File: src/hdl/trip_reset_pkg.sv
// Constants shared by the trip, reset and thermistor control logic
package trip_reset_pkg;
   // System clock and the millisecond tick
   localparam int CLK_HZ = 40_000_000;
   localparam int TICK_MS = 1;
   localparam int TICK_CYCLES = CLK_HZ / 1000 * TICK_MS;
   // Times in milliseconds, as specified
   localparam int CLR_MIN_MS = 12;
   localparam int ALARM_CLEAR_MAX_MS = 30;
   localparam int OFF_DELAY_HOLD_MS = 1000;
   localparam int KEY_WINDOW_MS = 3000;
   // Times converted to tick counts; only the reset qualification count gets one extra tick for the unknown tick phase
   localparam logic [4:0] CLR_QUAL_TICKS = 5'(CLR_MIN_MS / TICK_MS + 1);
   localparam logic [9:0] OFF_HOLD_TICKS = 10'(OFF_DELAY_HOLD_MS / TICK_MS);
   localparam logic [11:0] KEY_WINDOW_TICKS = 12'(KEY_WINDOW_MS / TICK_MS);
   // Terminal functions and trip codes
   localparam logic [7:0] OPT_RESET_FN = 8'h12;
   localparam logic [7:0] OPT_THERM_FN = 8'h13;
   localparam logic [2:0] THERM_TERM_IDX = 3'h4;
   localparam logic [7:0] TRIP_CODE_NONE = 8'h00;
   localparam logic [7:0] TRIP_CODE_THERM = 8'h23;
   // Widths
   localparam int N_TERM = 7;
   localparam int N_LOUT = 3;
   // Sequencer states
   typedef enum logic [3:0] {
      ST_POWERUP = 4'h1,
      ST_RUN     = 4'h2,
      ST_CLR_WAIT = 4'h4,
      ST_CLR_HELD = 4'h8
   } seq_state_t;
endpackage

File: src/hdl/trip_reset_and_thermal_trip.sv
// Reset terminal and thermistor trip control of a motor drive
module trip_reset_and_thermal_trip
   import trip_reset_pkg::*;
#(
   parameter int TICK_CYCLES_P = TICK_CYCLES
) (
   // Clock and reset
   input wire logic clk_sys_i,
   input wire logic rst_n_i,
   // Intelligent input pins, active high
   input wire logic [N_TERM-1:0] terminal_i,
   // Terminal function assignment
   input wire logic [7:0] clr_term_opt_i,
   input wire logic [2:0] clr_term_sel_i,
   input wire logic [7:0] term5_opt_i,
   // Thermistor comparator pins
   input wire logic therm_hot_i,
   input wire logic therm_open_i,
   // Operator pins
   input wire logic run_cmd_i,
   input wire logic stop_key_i,
   input wire logic remote_attached_i,
   // Logic output requests and OFF delay settings
   input wire logic [N_LOUT-1:0] lout_req_i,
   input wire logic [N_LOUT-1:0] lout_delay_en_i,
   // Drive control
   output logic motor_enable_o,
   output logic coast_o,
   output logic system_reset_o,
   // Status
   output logic [N_LOUT-1:0] lout_o,
   output logic alarm_o,
   output logic trip_mode_o,
   output logic [7:0] trip_code_o,
   output logic display_alt_o,
   output logic key_window_o
);
   typedef struct packed {
      seq_state_t st;
      logic [4:0] qual_ms;
      logic [11:0] up_ms;
      logic [N_LOUT-1:0][9:0] hold_ms;
      logic [N_LOUT-1:0] lout;
      logic trip;
      logic [7:0] trip_code;
      logic alarm;
      logic motor_en;
      logic coast;
      logic sys_reset;
      logic disp_alt;
      logic key_window;
      logic key_prev;
   } ctl_state_t;

   ctl_state_t s;
   ctl_state_t next_s;

   logic [N_TERM-1:0] term_s;
   logic hot_s;
   logic open_s;
   logic run_s;
   logic key_s;
   logic remote_s;
   logic tick;

   // All pins pass two flops before use
   input_sync #(.WIDTH(N_TERM + 5)) u_sync (
      .clk_sys_i(clk_sys_i),
      .rst_n_i(rst_n_i),
      .pin_i({terminal_i, therm_hot_i, therm_open_i, run_cmd_i, stop_key_i, remote_attached_i}),
      .level_o({term_s, hot_s, open_s, run_s, key_s, remote_s})
   );

   ms_tick #(.TICK_CYCLES_P(TICK_CYCLES_P)) u_tick (
      .clk_sys_i(clk_sys_i),
      .rst_n_i(rst_n_i),
      .tick_o(tick)
   );

   // Decoded terminal functions and operator events
   logic therm_en;
   logic clr_fn_en;
   logic clr_sel_ok;
   logic clr_on;
   logic therm_fault;
   logic key_press;
   logic key_ok;
   logic key_clear_ok;

   // Sequencer strobes
   logic qual_done;
   logic clr_qualified;
   logic trip_set;
   logic trip_clr;

   // Per-output OFF-delay status
   logic [N_LOUT-1:0] hold_active;
   logic [N_LOUT-1:0] hold_done;

   // Thermistor function lives only on terminal 5
   assign therm_en = (term5_opt_i == OPT_THERM_FN);

   // An index past the last terminal selects nothing rather than an unknown bit
   assign clr_sel_ok = (clr_term_sel_i < 3'(N_TERM));

   // Reset function needs its option code and loses terminal 5 to the thermistor
   assign clr_fn_en = (clr_term_opt_i == OPT_RESET_FN) && clr_sel_ok
      && !(therm_en && clr_term_sel_i == THERM_TERM_IDX);

   // No polarity inversion is offered: pin high always means ON
   assign clr_on = clr_fn_en && term_s[clr_term_sel_i];

   // Over-temperature and open circuit share one trip cause
   assign therm_fault = therm_en && (hot_s || open_s);

   // Key press is the rising edge of the synchronised key level
   assign key_press = key_s && !s.key_prev;

   // A remote operator restricts the key to the power-up window
   assign key_ok = !remote_s || s.key_window;

   // Key clears only once the sensor reads cool and closed again
   assign key_clear_ok = key_press && key_ok && !hot_s && !open_s;

   // Enough whole ticks seen; one spare tick hides the unknown tick phase
   assign qual_done = (s.qual_ms >= CLR_QUAL_TICKS);

   // Per-output hold flags for the OFF-delay extension
   generate
      for (genvar g = 0; g < N_LOUT; g++) begin : g_hold
         // Hold applies only to an output that was on and has a delay set
         assign hold_active[g] = lout_delay_en_i[g] && s.lout[g];
         // Saturated count marks the end of the extra second
         assign hold_done[g] = (s.hold_ms[g] == OFF_HOLD_TICKS);
      end
   endgenerate

   // Sequencer, trip flag and outputs
   always_comb begin
      next_s = s;
      // Strobe defaults low every cycle
      clr_qualified = 1'b0;
      next_s.key_prev = key_s;

      // Power-up timer; saturates so the window never reopens
      if (tick && s.up_ms != KEY_WINDOW_TICKS) begin
         next_s.up_ms = s.up_ms + 12'h001;
      end

      // Window closes in the cycle the timer saturates
      next_s.key_window = (next_s.up_ms != KEY_WINDOW_TICKS);

      unique case (s.st)
         // Power-on behaves like a held reset of minimum width
         ST_POWERUP: begin
            next_s.sys_reset = 1'b1;
            // Same qualification count as a terminal pulse
            if (tick) begin
               next_s.qual_ms = s.qual_ms + 5'h01;
            end
            if (qual_done) begin
               next_s.st = ST_RUN;
               next_s.qual_ms = 5'h00;
               next_s.sys_reset = 1'b0;
            end
         end

         // Normal operation; any ON level starts qualification
         ST_RUN: begin
            next_s.sys_reset = 1'b0;
            next_s.qual_ms = 5'h00;
            if (clr_on) begin
               next_s.st = ST_CLR_WAIT;
            end
         end

         // Qualify width; a glitch stops the motor and drops undelayed outputs, never clears a trip
         ST_CLR_WAIT: begin
            if (!clr_on) begin
               next_s.st = ST_RUN;
               next_s.qual_ms = 5'h00;
            end else begin
               if (tick) begin
                  next_s.qual_ms = s.qual_ms + 5'h01;
               end
               if (qual_done) begin
                  clr_qualified = 1'b1;
                  next_s.st = ST_CLR_HELD;
                  next_s.sys_reset = 1'b1;
               end
            end
         end

         // Reset stays applied until the terminal is released
         ST_CLR_HELD: begin
            next_s.sys_reset = 1'b1;
            // Release ends the reset; the motor may restart at once
            if (!clr_on) begin
               next_s.st = ST_RUN;
               next_s.sys_reset = 1'b0;
               next_s.qual_ms = 5'h00;
            end
         end
      endcase

      // Trip flag: a fault present in the clearing cycle wins
      trip_set = therm_fault;
      // Clear sources: a qualified reset pulse or an accepted key press
      trip_clr = clr_qualified
         || key_clear_ok;
      next_s.trip = (s.trip && !trip_clr) || trip_set;

      // Code follows the flag; an open circuit reports the same code
      if (trip_set) begin
         next_s.trip_code = TRIP_CODE_THERM;
      end else if (trip_clr) begin
         next_s.trip_code = TRIP_CODE_NONE;
      end

      // Alarm cleared at qualification, well inside ALARM_CLEAR_MAX_MS
      next_s.alarm = next_s.trip;

      // Motor runs only in normal operation with run asserted; a held run restarts it
      next_s.motor_en = run_s && !next_s.trip && !clr_on && (next_s.st == ST_RUN);

      // Coast flag marks drive removed from a running motor; no ramp is applied
      if (clr_on && s.motor_en) begin
         next_s.coast = 1'b1;
      end else if (!clr_on) begin
         // A stopped motor never sets it; release always clears it
         next_s.coast = 1'b0;
      end

      // Display pattern tracks the terminal and the power-on reset
      next_s.disp_alt = clr_on || next_s.st == ST_POWERUP;

      // Per-output OFF-delay hold; outputs without delay drop at once
      for (int i = 0; i < N_LOUT; i++) begin
         if (clr_on) begin
            if (hold_active[i] && !hold_done[i]) begin
               next_s.lout[i] = 1'b1;
               if (tick) begin
                  next_s.hold_ms[i] = s.hold_ms[i] + 10'h001;
               end
            end else begin
               next_s.lout[i] = 1'b0;
            end
         end else begin
            // Outputs return to their requests once the terminal is OFF and no system reset is applied
            next_s.hold_ms[i] = 10'h000;
            next_s.lout[i] = lout_req_i[i] && !next_s.sys_reset;
         end
      end
   end

   // Single state register
   always_ff @(posedge clk_sys_i) begin
      if (!rst_n_i) begin
         s <= '0;
         s.st <= ST_POWERUP;
         s.sys_reset <= 1'b1;
         s.disp_alt <= 1'b1;
         s.key_window <= 1'b1;
      end else begin
         s <= next_s;
      end
   end

   // Drive control straight from the state register
   assign motor_enable_o = s.motor_en;
   assign coast_o = s.coast;
   assign system_reset_o = s.sys_reset;

   // Status straight from the state register
   assign lout_o = s.lout;
   assign alarm_o = s.alarm;
   assign trip_mode_o = s.trip;
   assign trip_code_o = s.trip_code;

   // Operator panel indications
   assign display_alt_o = s.disp_alt;
   assign key_window_o = s.key_window;
endmodule

File: src/hdl/input_sync.sv
// Two-flop synchroniser for a group of pin inputs
module input_sync
   import trip_reset_pkg::*;
#(
   parameter int WIDTH = 1
) (
   // Clock and reset
   input wire logic clk_sys_i,
   input wire logic rst_n_i,
   // Pins and synchronised levels
   input wire logic [WIDTH-1:0] pin_i,
   output logic [WIDTH-1:0] level_o
);
   typedef struct packed {
      logic [WIDTH-1:0] meta;
      logic [WIDTH-1:0] level;
   } sync_t;

   sync_t s;
   sync_t next_s;

   // First stage feeds only the second
   always_comb begin
      next_s = s;
      next_s.meta = pin_i;
      next_s.level = s.meta;
   end

   always_ff @(posedge clk_sys_i) begin
      if (!rst_n_i) begin
         s <= '0;
      end else begin
         s <= next_s;
      end
   end

   assign level_o = s.level;
endmodule

File: src/hdl/ms_tick.sv
// Millisecond tick generator from the system clock
module ms_tick
   import trip_reset_pkg::*;
#(
   parameter int TICK_CYCLES_P = TICK_CYCLES
) (
   // Clock and reset
   input wire logic clk_sys_i,
   input wire logic rst_n_i,
   // One-cycle pulse every tick period
   output logic tick_o
);
   typedef struct packed {
      logic [15:0] cnt;
      logic tick;
   } tick_state_t;

   tick_state_t s;
   tick_state_t next_s;

   // Free-running divider
   always_comb begin
      next_s = s;
      next_s.tick = 1'b0;
      if (s.cnt == 16'(TICK_CYCLES_P - 1)) begin
         next_s.cnt = 16'h0000;
         next_s.tick = 1'b1;
      end else begin
         next_s.cnt = s.cnt + 16'h0001;
      end
   end

   always_ff @(posedge clk_sys_i) begin
      if (!rst_n_i) begin
         s <= '0;
      end else begin
         s <= next_s;
      end
   end

   assign tick_o = s.tick;
endmodule

File: config.mk
export PLATFORM = sky130hd
export DESIGN_NAME = trip_reset_and_thermal_trip
export DESIGN_NICKNAME = d
export VERILOG_FILES = /design/src/hdl/trip_reset_pkg.sv /design/src/hdl/trip_reset_and_thermal_trip.sv /design/src/hdl/input_sync.sv /design/src/hdl/ms_tick.sv
export SDC_FILE = /design/constraint.sdc
export NUM_CORES = 1
export LEC_CHECK = 0
export ABC_AREA = 1
export BUFFER_PORTS_ARGS = -buffer_cell sky130_fd_sc_hd__buf_2
export CORE_MARGIN = 2
export CORE_UTILIZATION = 55
export CTS_BUF_LIST = sky130_fd_sc_hd__clkbuf_4
export CTS_CLUSTER_DIAMETER = 200
export DETAILED_ROUTE_END_ITERATION = 16
export PLACE_DENSITY_LB_ADDON = 0.12
export SYNTH_ARGS = -nofsm -noshare
export SYNTH_HDL_FRONTEND = slang
export SYNTH_HIERARCHICAL = 1
export SYNTH_SLANG_ARGS = --single-unit
File: constraint.sdc
create_clock -name clk_sys_i -period 5.15 [get_ports clk_sys_i]
set_clock_uncertainty 0.1 [all_clocks]
set_input_delay 1.03 -clock clk_sys_i [delete_from_list [all_inputs] [get_ports clk_sys_i]]
set_output_delay 1.03 -clock clk_sys_i [all_outputs]
set_load 0.05 [all_outputs]
After elaboration in Yosys (flattened, before gate mapping)
Index checks and enable logic that the tools add are counted.
- add/sub/neg operators: 6
- bitwise operators: 1
- reductions and logical operators: 47
- order comparisons: 3
- equal/unequal tests: 17
- muxes and demuxes: 29
- operators with widths (operator ; count):
    case mux 9 bit (4 select lines) ; 1
    adder 10 x 1 -> 10 bit, second input constant ; 3
    equality test 10 bit, second input constant ; 3
    2-to-1 mux 9 bit ; 3
    logical AND 1 bit ; 24
    != test 12 bit, second input constant ; 2
    2-to-1 mux 1 bit ; 17
    adder 16 x 1 -> 16 bit, second input constant ; 1
    equality test 16 bit, second input constant ; 1
    equality test 8 x 5 -> 1 bit, second input constant ; 2
    adder 12 x 1 -> 12 bit, second input constant ; 1
    zero test 1 bit ; 12
    2-to-1 mux 12 bit ; 1
    2-to-1 mux 6 bit ; 2
    equality test 4 x 1 -> 1 bit, second input constant ; 2
    equality test 4 x 2 -> 1 bit, second input constant ; 2
    2-to-1 mux 4 bit ; 2
    AND reduction 2 bit ; 4
    adder 5 x 1 -> 5 bit, second input constant ; 1
    greater-or-equal comparator 5 x 4 -> 1 bit, second input constant ; 1
    logical OR 1 bit ; 5
    2-to-1 mux 5 bit ; 1
    equality test 4 x 3 -> 1 bit, second input constant ; 1
    equality test 4 bit, second input constant ; 1
    other kinds (10) ; 10
- input bits: 39
- output and inout port bits: 18
- bits in registers: 105
- logic and storage cells: 122

Logic depth before layout (Yosys ltp)
Gate-level depths: netlist of run 1.
- depth after elaboration: 15
- mapped depth: 13
- mapped depth without buffers: 13

Hierarchy
The synthesis of run 1 kept the hierarchy.
- modules (own cells, without submodules) (module ; area an instance (µm²) ; cells an instance ; seq. area each (µm²) ; times used):
    trip_reset_and_thermal_trip ; 3706.1 ; 561 ; 1241.2 ; 1
    ms_tick ; 848.3 ; 127 ; 340.3 ; 1
    input_sync ; 683.2 ; 74 ; 480.5 ; 1

Worst setup path after synthesis of run 1
No wires, ideal clock.
- path type: input -> register
- from: input clr_term_opt_i[0]
- to: register s, in the netlist lout_o[0]
- data arrival time: 1.968 ns
- cell stages on the path: 12
- path buffers: 0
- setup time: 0.113 ns
- slack: 2.969 ns
- data required time: 4.937 ns
- path through: inv_1 -> nand2_1 -> nor2_1 -> nand2_1 -> nor2_1 -> nand2_1 -> nor2_1 -> nand3_1 -> nand3b_1 -> nand2_1 -> nand3_1 -> nand2_1
- longest elaborated chain between the ends: 9
- elaborated cells between the ends (all ways): 10
- those cells by class: eq/ne (1); mux (4); reduce/logical (5)
- RTL lines (what ; line ; source):
    start, declared ; trip_reset_and_thermal_trip.sv:13 ; input wire logic [7:0] clr_term_opt_i,
    equality test 8 x 5 -> 1 bit (*) ; trip_reset_and_thermal_trip.sv:107 ; assign clr_fn_en = (clr_term_opt_i == OPT_RESET_FN) && clr_sel_ok
    logical AND 1 bit (*) ; trip_reset_and_thermal_trip.sv:107 ;
    logical AND 1 bit (*) ; trip_reset_and_thermal_trip.sv:108 ; && !(therm_en && clr_term_sel_i == THERM_TERM_IDX);
    logical AND 1 bit (*) ; trip_reset_and_thermal_trip.sv:111 ; assign clr_on = clr_fn_en && term_s[clr_term_sel_i];
    2-to-1 mux 1 bit (on tied branches) ; trip_reset_and_thermal_trip.sv:198, trip_reset_and_thermal_trip.sv:179 ;
    case mux 1 bit (4 select lines) ; trip_reset_and_thermal_trip.sv:153 ; unique case (s.st)
    zero test 1 bit ; trip_reset_and_thermal_trip.sv:251 ; next_s.lout[i] = lout_req_i[i] && !next_s.sys_reset;
    logical AND 1 bit ; trip_reset_and_thermal_trip.sv:251 ;
    2-to-1 mux 1 bit (*) ; trip_reset_and_thermal_trip.sv:239 ; if (clr_on) begin
    end signal, assigned ; trip_reset_and_thermal_trip.sv:265 ; s <= next_s;
    end, declared ; trip_reset_and_thermal_trip.sv:55 ; ctl_state_t s;
Mark *: on every way between the ends. The rest lies on a longest branch, timed or not.
A chain may end at the register's enable or synchronous reset.

Worst setup path in the final report of run 1
- from: input rst_n_i
- to: register s[22] (netlist name)
- longest elaborated chain between the ends: 1
- RTL lines (what ; line ; source):
    start, declared ; trip_reset_and_thermal_trip.sv:9 ; input wire logic rst_n_i,
    AND reduction 2 bit (no source line) ; - ;
Every way passes these cells.

==> results.ini, run 1 <==
[outcome]
status = finished, final reports clean

[sta]
fin_ws_ns = 2.50
setup_violations = 0
max_slew_margin = 0.560
period_needed_ns = 2.65
max_freq_mhz = 378
fin_setup_tns_ns = 0
hold_slack_ns = 0.312
maxSlewViolCount = 0
period_share = 0.514
tightestPinTransition_ns = 0.656
finalHoldViolations = 0
rsz0062_at_grt = no

[hold_path]
min_path_type = flop to flop

[cells_and_area]
utilization = 0.608
antenna_cells = 0
fillers = 908
final_area_um2 = 5620
area_delta_synth_final_pct = 7.33
drive_gt1_frac = 0.132
layout.nets = 858

[clocking]
cts_resized = 0
cts_buffers = 9
post_cts_buffers = 0
cts_tree = done
clk_pin_slew_ns = 0.15
clock_path_buffers = 2
cts.sinks = 103
root_buffer = clkbuf_4
clock_latency_ns = 0.43
cts_hold_buf = 0
cts_htree_levels = 3

[grt]
grt_pass1_vias = 3983
grt_pass1_wl_um = 16800
antenna_found_initial = 0
grt_max_degree = 37
grt_overflow = 0
grt_usage = 0.199

[drt]
vias = 4394
post_drt_wl_per_cell_um = 10.4
drc = 0
drtAntennaViolNets = 0
vias_per_cell = 4.66
dr.pass1.iters = 4
dr.first_iter.drc_count = 214
wl_um = 9800

[power_and_ir_drop]
ir_drop_mv = 0.182
pwr-share-comb = 0.046
p_leak_nw = 2.57
clockPowerShare = 0.296
seq_power_share = 0.658
intPower_mw = 0.946
p_sw_frac = 0.233
p_per_area_nw_per_um2 = 220
p_sw_mw = 0.288

[synth]
synthTopCellsByCount = 189 x nand2_1, 132 x inv_1, 103 x dfxtp_1
netlist.area_leader.share = 0.394
synth_edf_count = 0
synth_area_leaders = dfxtp_1 39%, nand2_1 14%, inv_1 9.5%, nor2_1 7.0%, nand3_1 4.3%
synth-seq-area-share = 0.394
yosysMostFrequentCell = nand2_1
syn_area_per_cell_um2 = 6.87
ys_ff_latch = 103
synth_cells = 762
synth-async-reset-ratio = 0
synth_top_area_cell = dfxtp_1
ys.warnings.count = 6
yosysUniqueCellTypes = 45
syn_area_um2 = 5240
ys.flop_type = dfxtp_1

[worst_setup_path]
cp_data_arrival_time_ns = 2.89
worstSetupStartpointType = primary input
setup.worst_path.class = primary input to flop
critPathMaxFanout = 36
crit_path_end_kind = flop
r2r_setup_slack_ns = 3.04
cp.required_ns = 5.39

[die]
initial_core_util = 0.567
core.rowCount = 35
dieArea_um2 = 10300
io-pin-count = 57
die_w_um = 102
die_y_um = 102
core_um2 = 9240

[run]
maxCapViolCount = 0

[place]
port_buffers = 51
pre_cts_ws_ns = 2.04
gp_congestion = 0.885
dpl_cell_area_um2 = 5500
hpwl_um = 7410

==> power groups by stage <==
| stage | logic [mW] | clock network [mW] | registers [mW] |
|---|---|---|---|
| global route | 0.0653 | 0.421 | 0.814 |
| finish | 0.0569 | 0.366 | 0.812 |
| CTS | 0.0577 | 0.387 | 0.812 |
| detailed placement | 0.0576 | 0 | 0.829 |
| floorplan | 0.0405 | 0 | 0.828 |
| global placement | 0.0555 | 0 | 0.829 |
==> registers in the layout, indices dropped and copies added (netlist names) <==
| name | count |
|---|---|
| u_sync/level_o | 12 |
| trip_code_o | 1 |
| system_reset_o | 1 |
| key_window_o | 1 |
| coast_o | 1 |
| u_tick/s | 16 |
| motor_enable_o | 1 |
| u_sync/next_s | 12 |
| s | 52 |
| lout_o | 3 |
| display_alt_o | 1 |
| u_tick/tick_o | 1 |
| alarm_o | 1 |
==> layout by cell type (no fill, tap or decap), types with 2 or more instances in the layout <==
master	count
inv_2	8
nand4_1	15
o21ai_0	14
nand3b_1	3
or2_0	2
inv_1	132
nand2_4	2
buf_2	51
dfxtp_1	103
nand2_2	4
o22ai_1	2
nand3_1	45
a31oi_1	2
clkinv_4	2
nor3_1	21
o21ai_1	2
conb_1	5
nor3b_1	2
a21oi_1	29
nor2_2	5
nand3_2	3
clkinv_1	2
ha_1	11
a21oi_2	9
clkinvlp_4	2
xor2_1	19
nand2_1	189
xnor2_1	4
clkbuf_4	12
nor2_1	97
inv_4	2
==> metal layers <==
metal	vias up	part of all wire	track usage
li1	2421	-	-
met1	1928	0.47	0.247
met2	41	0.50	0.354
met3	4	0.024	0.0304
met4	0	0.0068	0.0624
met5	-	0	0
==> cell type report <==
class	count	area [µm²]	share of cell area
multi-input combinational	498	2470	0.439
clock inverter	4	32.5	0.00579
timing repair buffer	52	263	0.0467
clock buffer	12	90.1	0.0160
inverter	144	546	0.0970
tap	129	161	0.0287
sequential	103	2060	0.367
==> stage by stage <==
stage          power (mW)  cells
2_1_floorplan       0.869    766
3_3_place_gp        0.884    926
3_5_place_dp        0.887    926
4_1_cts              1.26    942
5_1_grt              1.30    942
6_report             1.23    942
==> final timing paths <==
| check | startpoint | end | depth (start not counted) |
|---|---|---|---|
| max | rst_n_i | s[22]$_SDFFE_PN0P_ | 6 |
| min | u_sync/next_s[11]$_SDFF_PN0_ | u_sync/level_o[11]$_SDFF_PN0_ | 2 |
| max reg2reg | s[39]$_SDFFE_PN0P_ | s[46]$_SDFFE_PN0P_ | 11 |
| min reg2reg | u_sync/next_s[11]$_SDFF_PN0_ | u_sync/level_o[11]$_SDFF_PN0_ | 2 |
==> logic make-up (layout without fill, tap and decap cells) <==
group / count (synthesis) / in the layout / share of synthesized area
AO/OA/AOI/OAI: 63 / 63 / 0.0705
XOR/XNOR: 23 / 23 / 0.0385
adder cells (fa/ha/maj): 11 / 11 / 0.0263
buffers and inverters: 165 / 212 / 0.138
flip-flops: 103 / 103 / 0.394
other: 1 / 5 / 0.000716
AND/OR/NAND/NOR: 396 / 396 / 0.332
==> worst max-delay path: stages <==
cell	delay, ns
buf_2	0.07
buf_4	0.32
clkinv_1	0.63
nor2_8	0.45
inv_4	0.16
nor3b_1	0.21
Power figures use the tool's default switching activity.
==> inputs of run 2 (changes only) <==
- clock period: 5.15 -> 2.6 ns (I/O delays scaled with it)
==> results.ini, run 2 (same netlist as run 1, synthesis figures left out) <==
[outcome]
status = finished, final reports clean

[worst_setup_path]
r2r-end = s[46]$_SDFFE_PN0P_
critPathMaxFanout = 10
r2r-start = s[39]$_SDFFE_PN0P_
r2r_setup_slack_ns = 0.47
worstSetupStartpointType = flop
crit_path_end_kind = flop
cp_data_arrival_time_ns = 2.39
setup.worst_path.class = flop to flop
r2r_cells = 11
cp.required_ns = 2.86

[power_and_ir_drop]
p_total_mw = 2.59
p_per_area_nw_per_um2 = 458
ir_drop_mv = 0.354
pwr-share-comb = 0.043
clockPowerShare = 0.337
seq_power_share = 0.620
p_sw_mw = 0.635
intPower_mw = 1.96
p_leak_nw = 2.60
p_sw_frac = 0.245

[die]
core_um2 = 9240
initial_core_util = 0.567
die_y_um = 102
io-pin-count = 57
die_w_um = 102
core.rowCount = 35
dieArea_um2 = 10300

[clocking]
cts_htree_levels = 3
clk_pin_slew_ns = 0.16
post_cts_buffers = 0
clock_path_buffers = 2
cts_hold_buf = 0
cts.sinks = 103
cts_tree = done
cts_resized = 0
root_buffer = clkbuf_4
cts_buffers = 9
clock_latency_ns = 0.46

[sta]
setup_violations = 0
fin_setup_tns_ns = 0
rsz0062_at_grt = no
max_freq_mhz = 469
maxSlewViolCount = 0
period_needed_ns = 2.13
hold_slack_ns = 0.128
period_share = 0.820
finalHoldViolations = 0

[place]
dpl_cell_area_um2 = 5510
port_buffers = 51
hpwl_um = 7230
gp_congestion = 0.897

[drt]
drtAntennaViolNets = 0
dr.pass1.iters = 4
vias_per_cell = 4.71
dr.first_iter.drc_count = 148
post_drt_wl_per_cell_um = 10.2
vias = 4442
wl_um = 9630
drc = 0

[cells_and_area]
layout.nets = 859
final_common_cell = nand2_1
largest_reg_flops = 52
largest-register = s
fillers = 885
multi_input_area_um2 = 2470
final_cell_mix = 189 x nand2_1, 132 x inv_1, 103 x dfxtp_1
final_area_um2 = 5670
antenna_cells = 0
reg_top3 = s (52), u_tick/s (16)
final-seq-area_um2 = 2060
area_delta_synth_final_pct = 8.19
drive_gt1_frac = 0.133

[grt]
grt_usage = 0.203
grt_pass1_wl_um = 17100
grt_overflow = 0
grt_max_degree = 36
antenna_found_initial = 0
grt_pass1_vias = 4077

[hold_path]
worstHoldPathCells = 3
hp-start = terminal_i[5]
min_to = u_sync/next_s[10]$_SDFF_PN0_
min_path_type = primary input to flop

[run]
maxCapViolCount = 0

==> run 2: cell types whose count changed in the layout (fill, tap and decap cells not counted) <==
cell,change
clkbuf_4,-3
clkinv_8,+1
buf_4,+1
clkinvlp_4,-2
bufinv_16,+1
inv_6,+1
clkinv_4,+1
inv_8,+1
==> run 2: worst max path at each step <==
stage / startpoint / endpoint / slack (ns) / cells after the start
after floorplan: s[39]$_SDFFE_PN0P_ / s[46]$_SDFFE_PN0P_ / 0.84 / 11
after global placement: clr_term_opt_i[5] / lout_o[1]$_SDFF_PN0_ / 0.55 / 13
after detailed placement: clr_term_sel_i[0] / s[33]$_SDFFE_PN0P_ / 0.49 / 10
after CTS: s[39]$_SDFFE_PN0P_ / s[46]$_SDFFE_PN0P_ / 0.50 / 11
after global routing: s[39]$_SDFFE_PN0P_ / s[46]$_SDFFE_PN0P_ / 0.25 / 11
final: s[39]$_SDFFE_PN0P_ / s[46]$_SDFFE_PN0P_ / 0.47 / 11
==> run 2: layout make-up <==
class,instances,share of cell area
well taps,129,0.0285
repair buffers,53,0.0477
flip-flops and latches,103,0.364
clock buffers,9,0.0119
clock inverters,7,0.0163
multi-input cells,498,0.435
inverters,144,0.0963
==> run 2: metrics by stage <==
stage                     utilization  std cells  worst slack (ns)
after floorplan                     -        766             0.845
after global placement          0.596        927             0.551
after detailed placement        0.596        927             0.490
after CTS                       0.613        943             0.504
after global routing            0.613        943             0.251
final                           0.613        943             0.469
==> run 2: metal layers <==
metal | GRT usage | up-vias | wire length [µm]
met1 | 0.249 | 1945 | 4430
met3 | 0.0524 | 13 | 354
met4 | 0.0582 | 0 | 159
li1 | - | 2425 | -
met5 | 0 | - | 0
met2 | 0.351 | 59 | 4690
==> run 2: worst max-delay path, stage by stage, from the launching register on <==
cell and delay (ns):
dfxtp_1 0.45, inv_1 0.11, ha_1 0.20, nand2_1 0.08
nor2_1 0.05, nand3_1 0.10, nand3_1 0.09, nor2_2 0.37
inv_2 0.15, nor2_1 0.15, xnor2_1 0.13, nor2_1 0.05
==> run 2: power groups by stage <==
stage / logic [mW] / clock network, mW / registers [mW]
after floorplan: 0.0802 / 0 / 1.64
after global placement: 0.111 / 0 / 1.64
after detailed placement: 0.114 / 0 / 1.64
after CTS: 0.114 / 0.913 / 1.61
after global routing: 0.131 / 0.981 / 1.61
final: 0.113 / 0.874 / 1.61
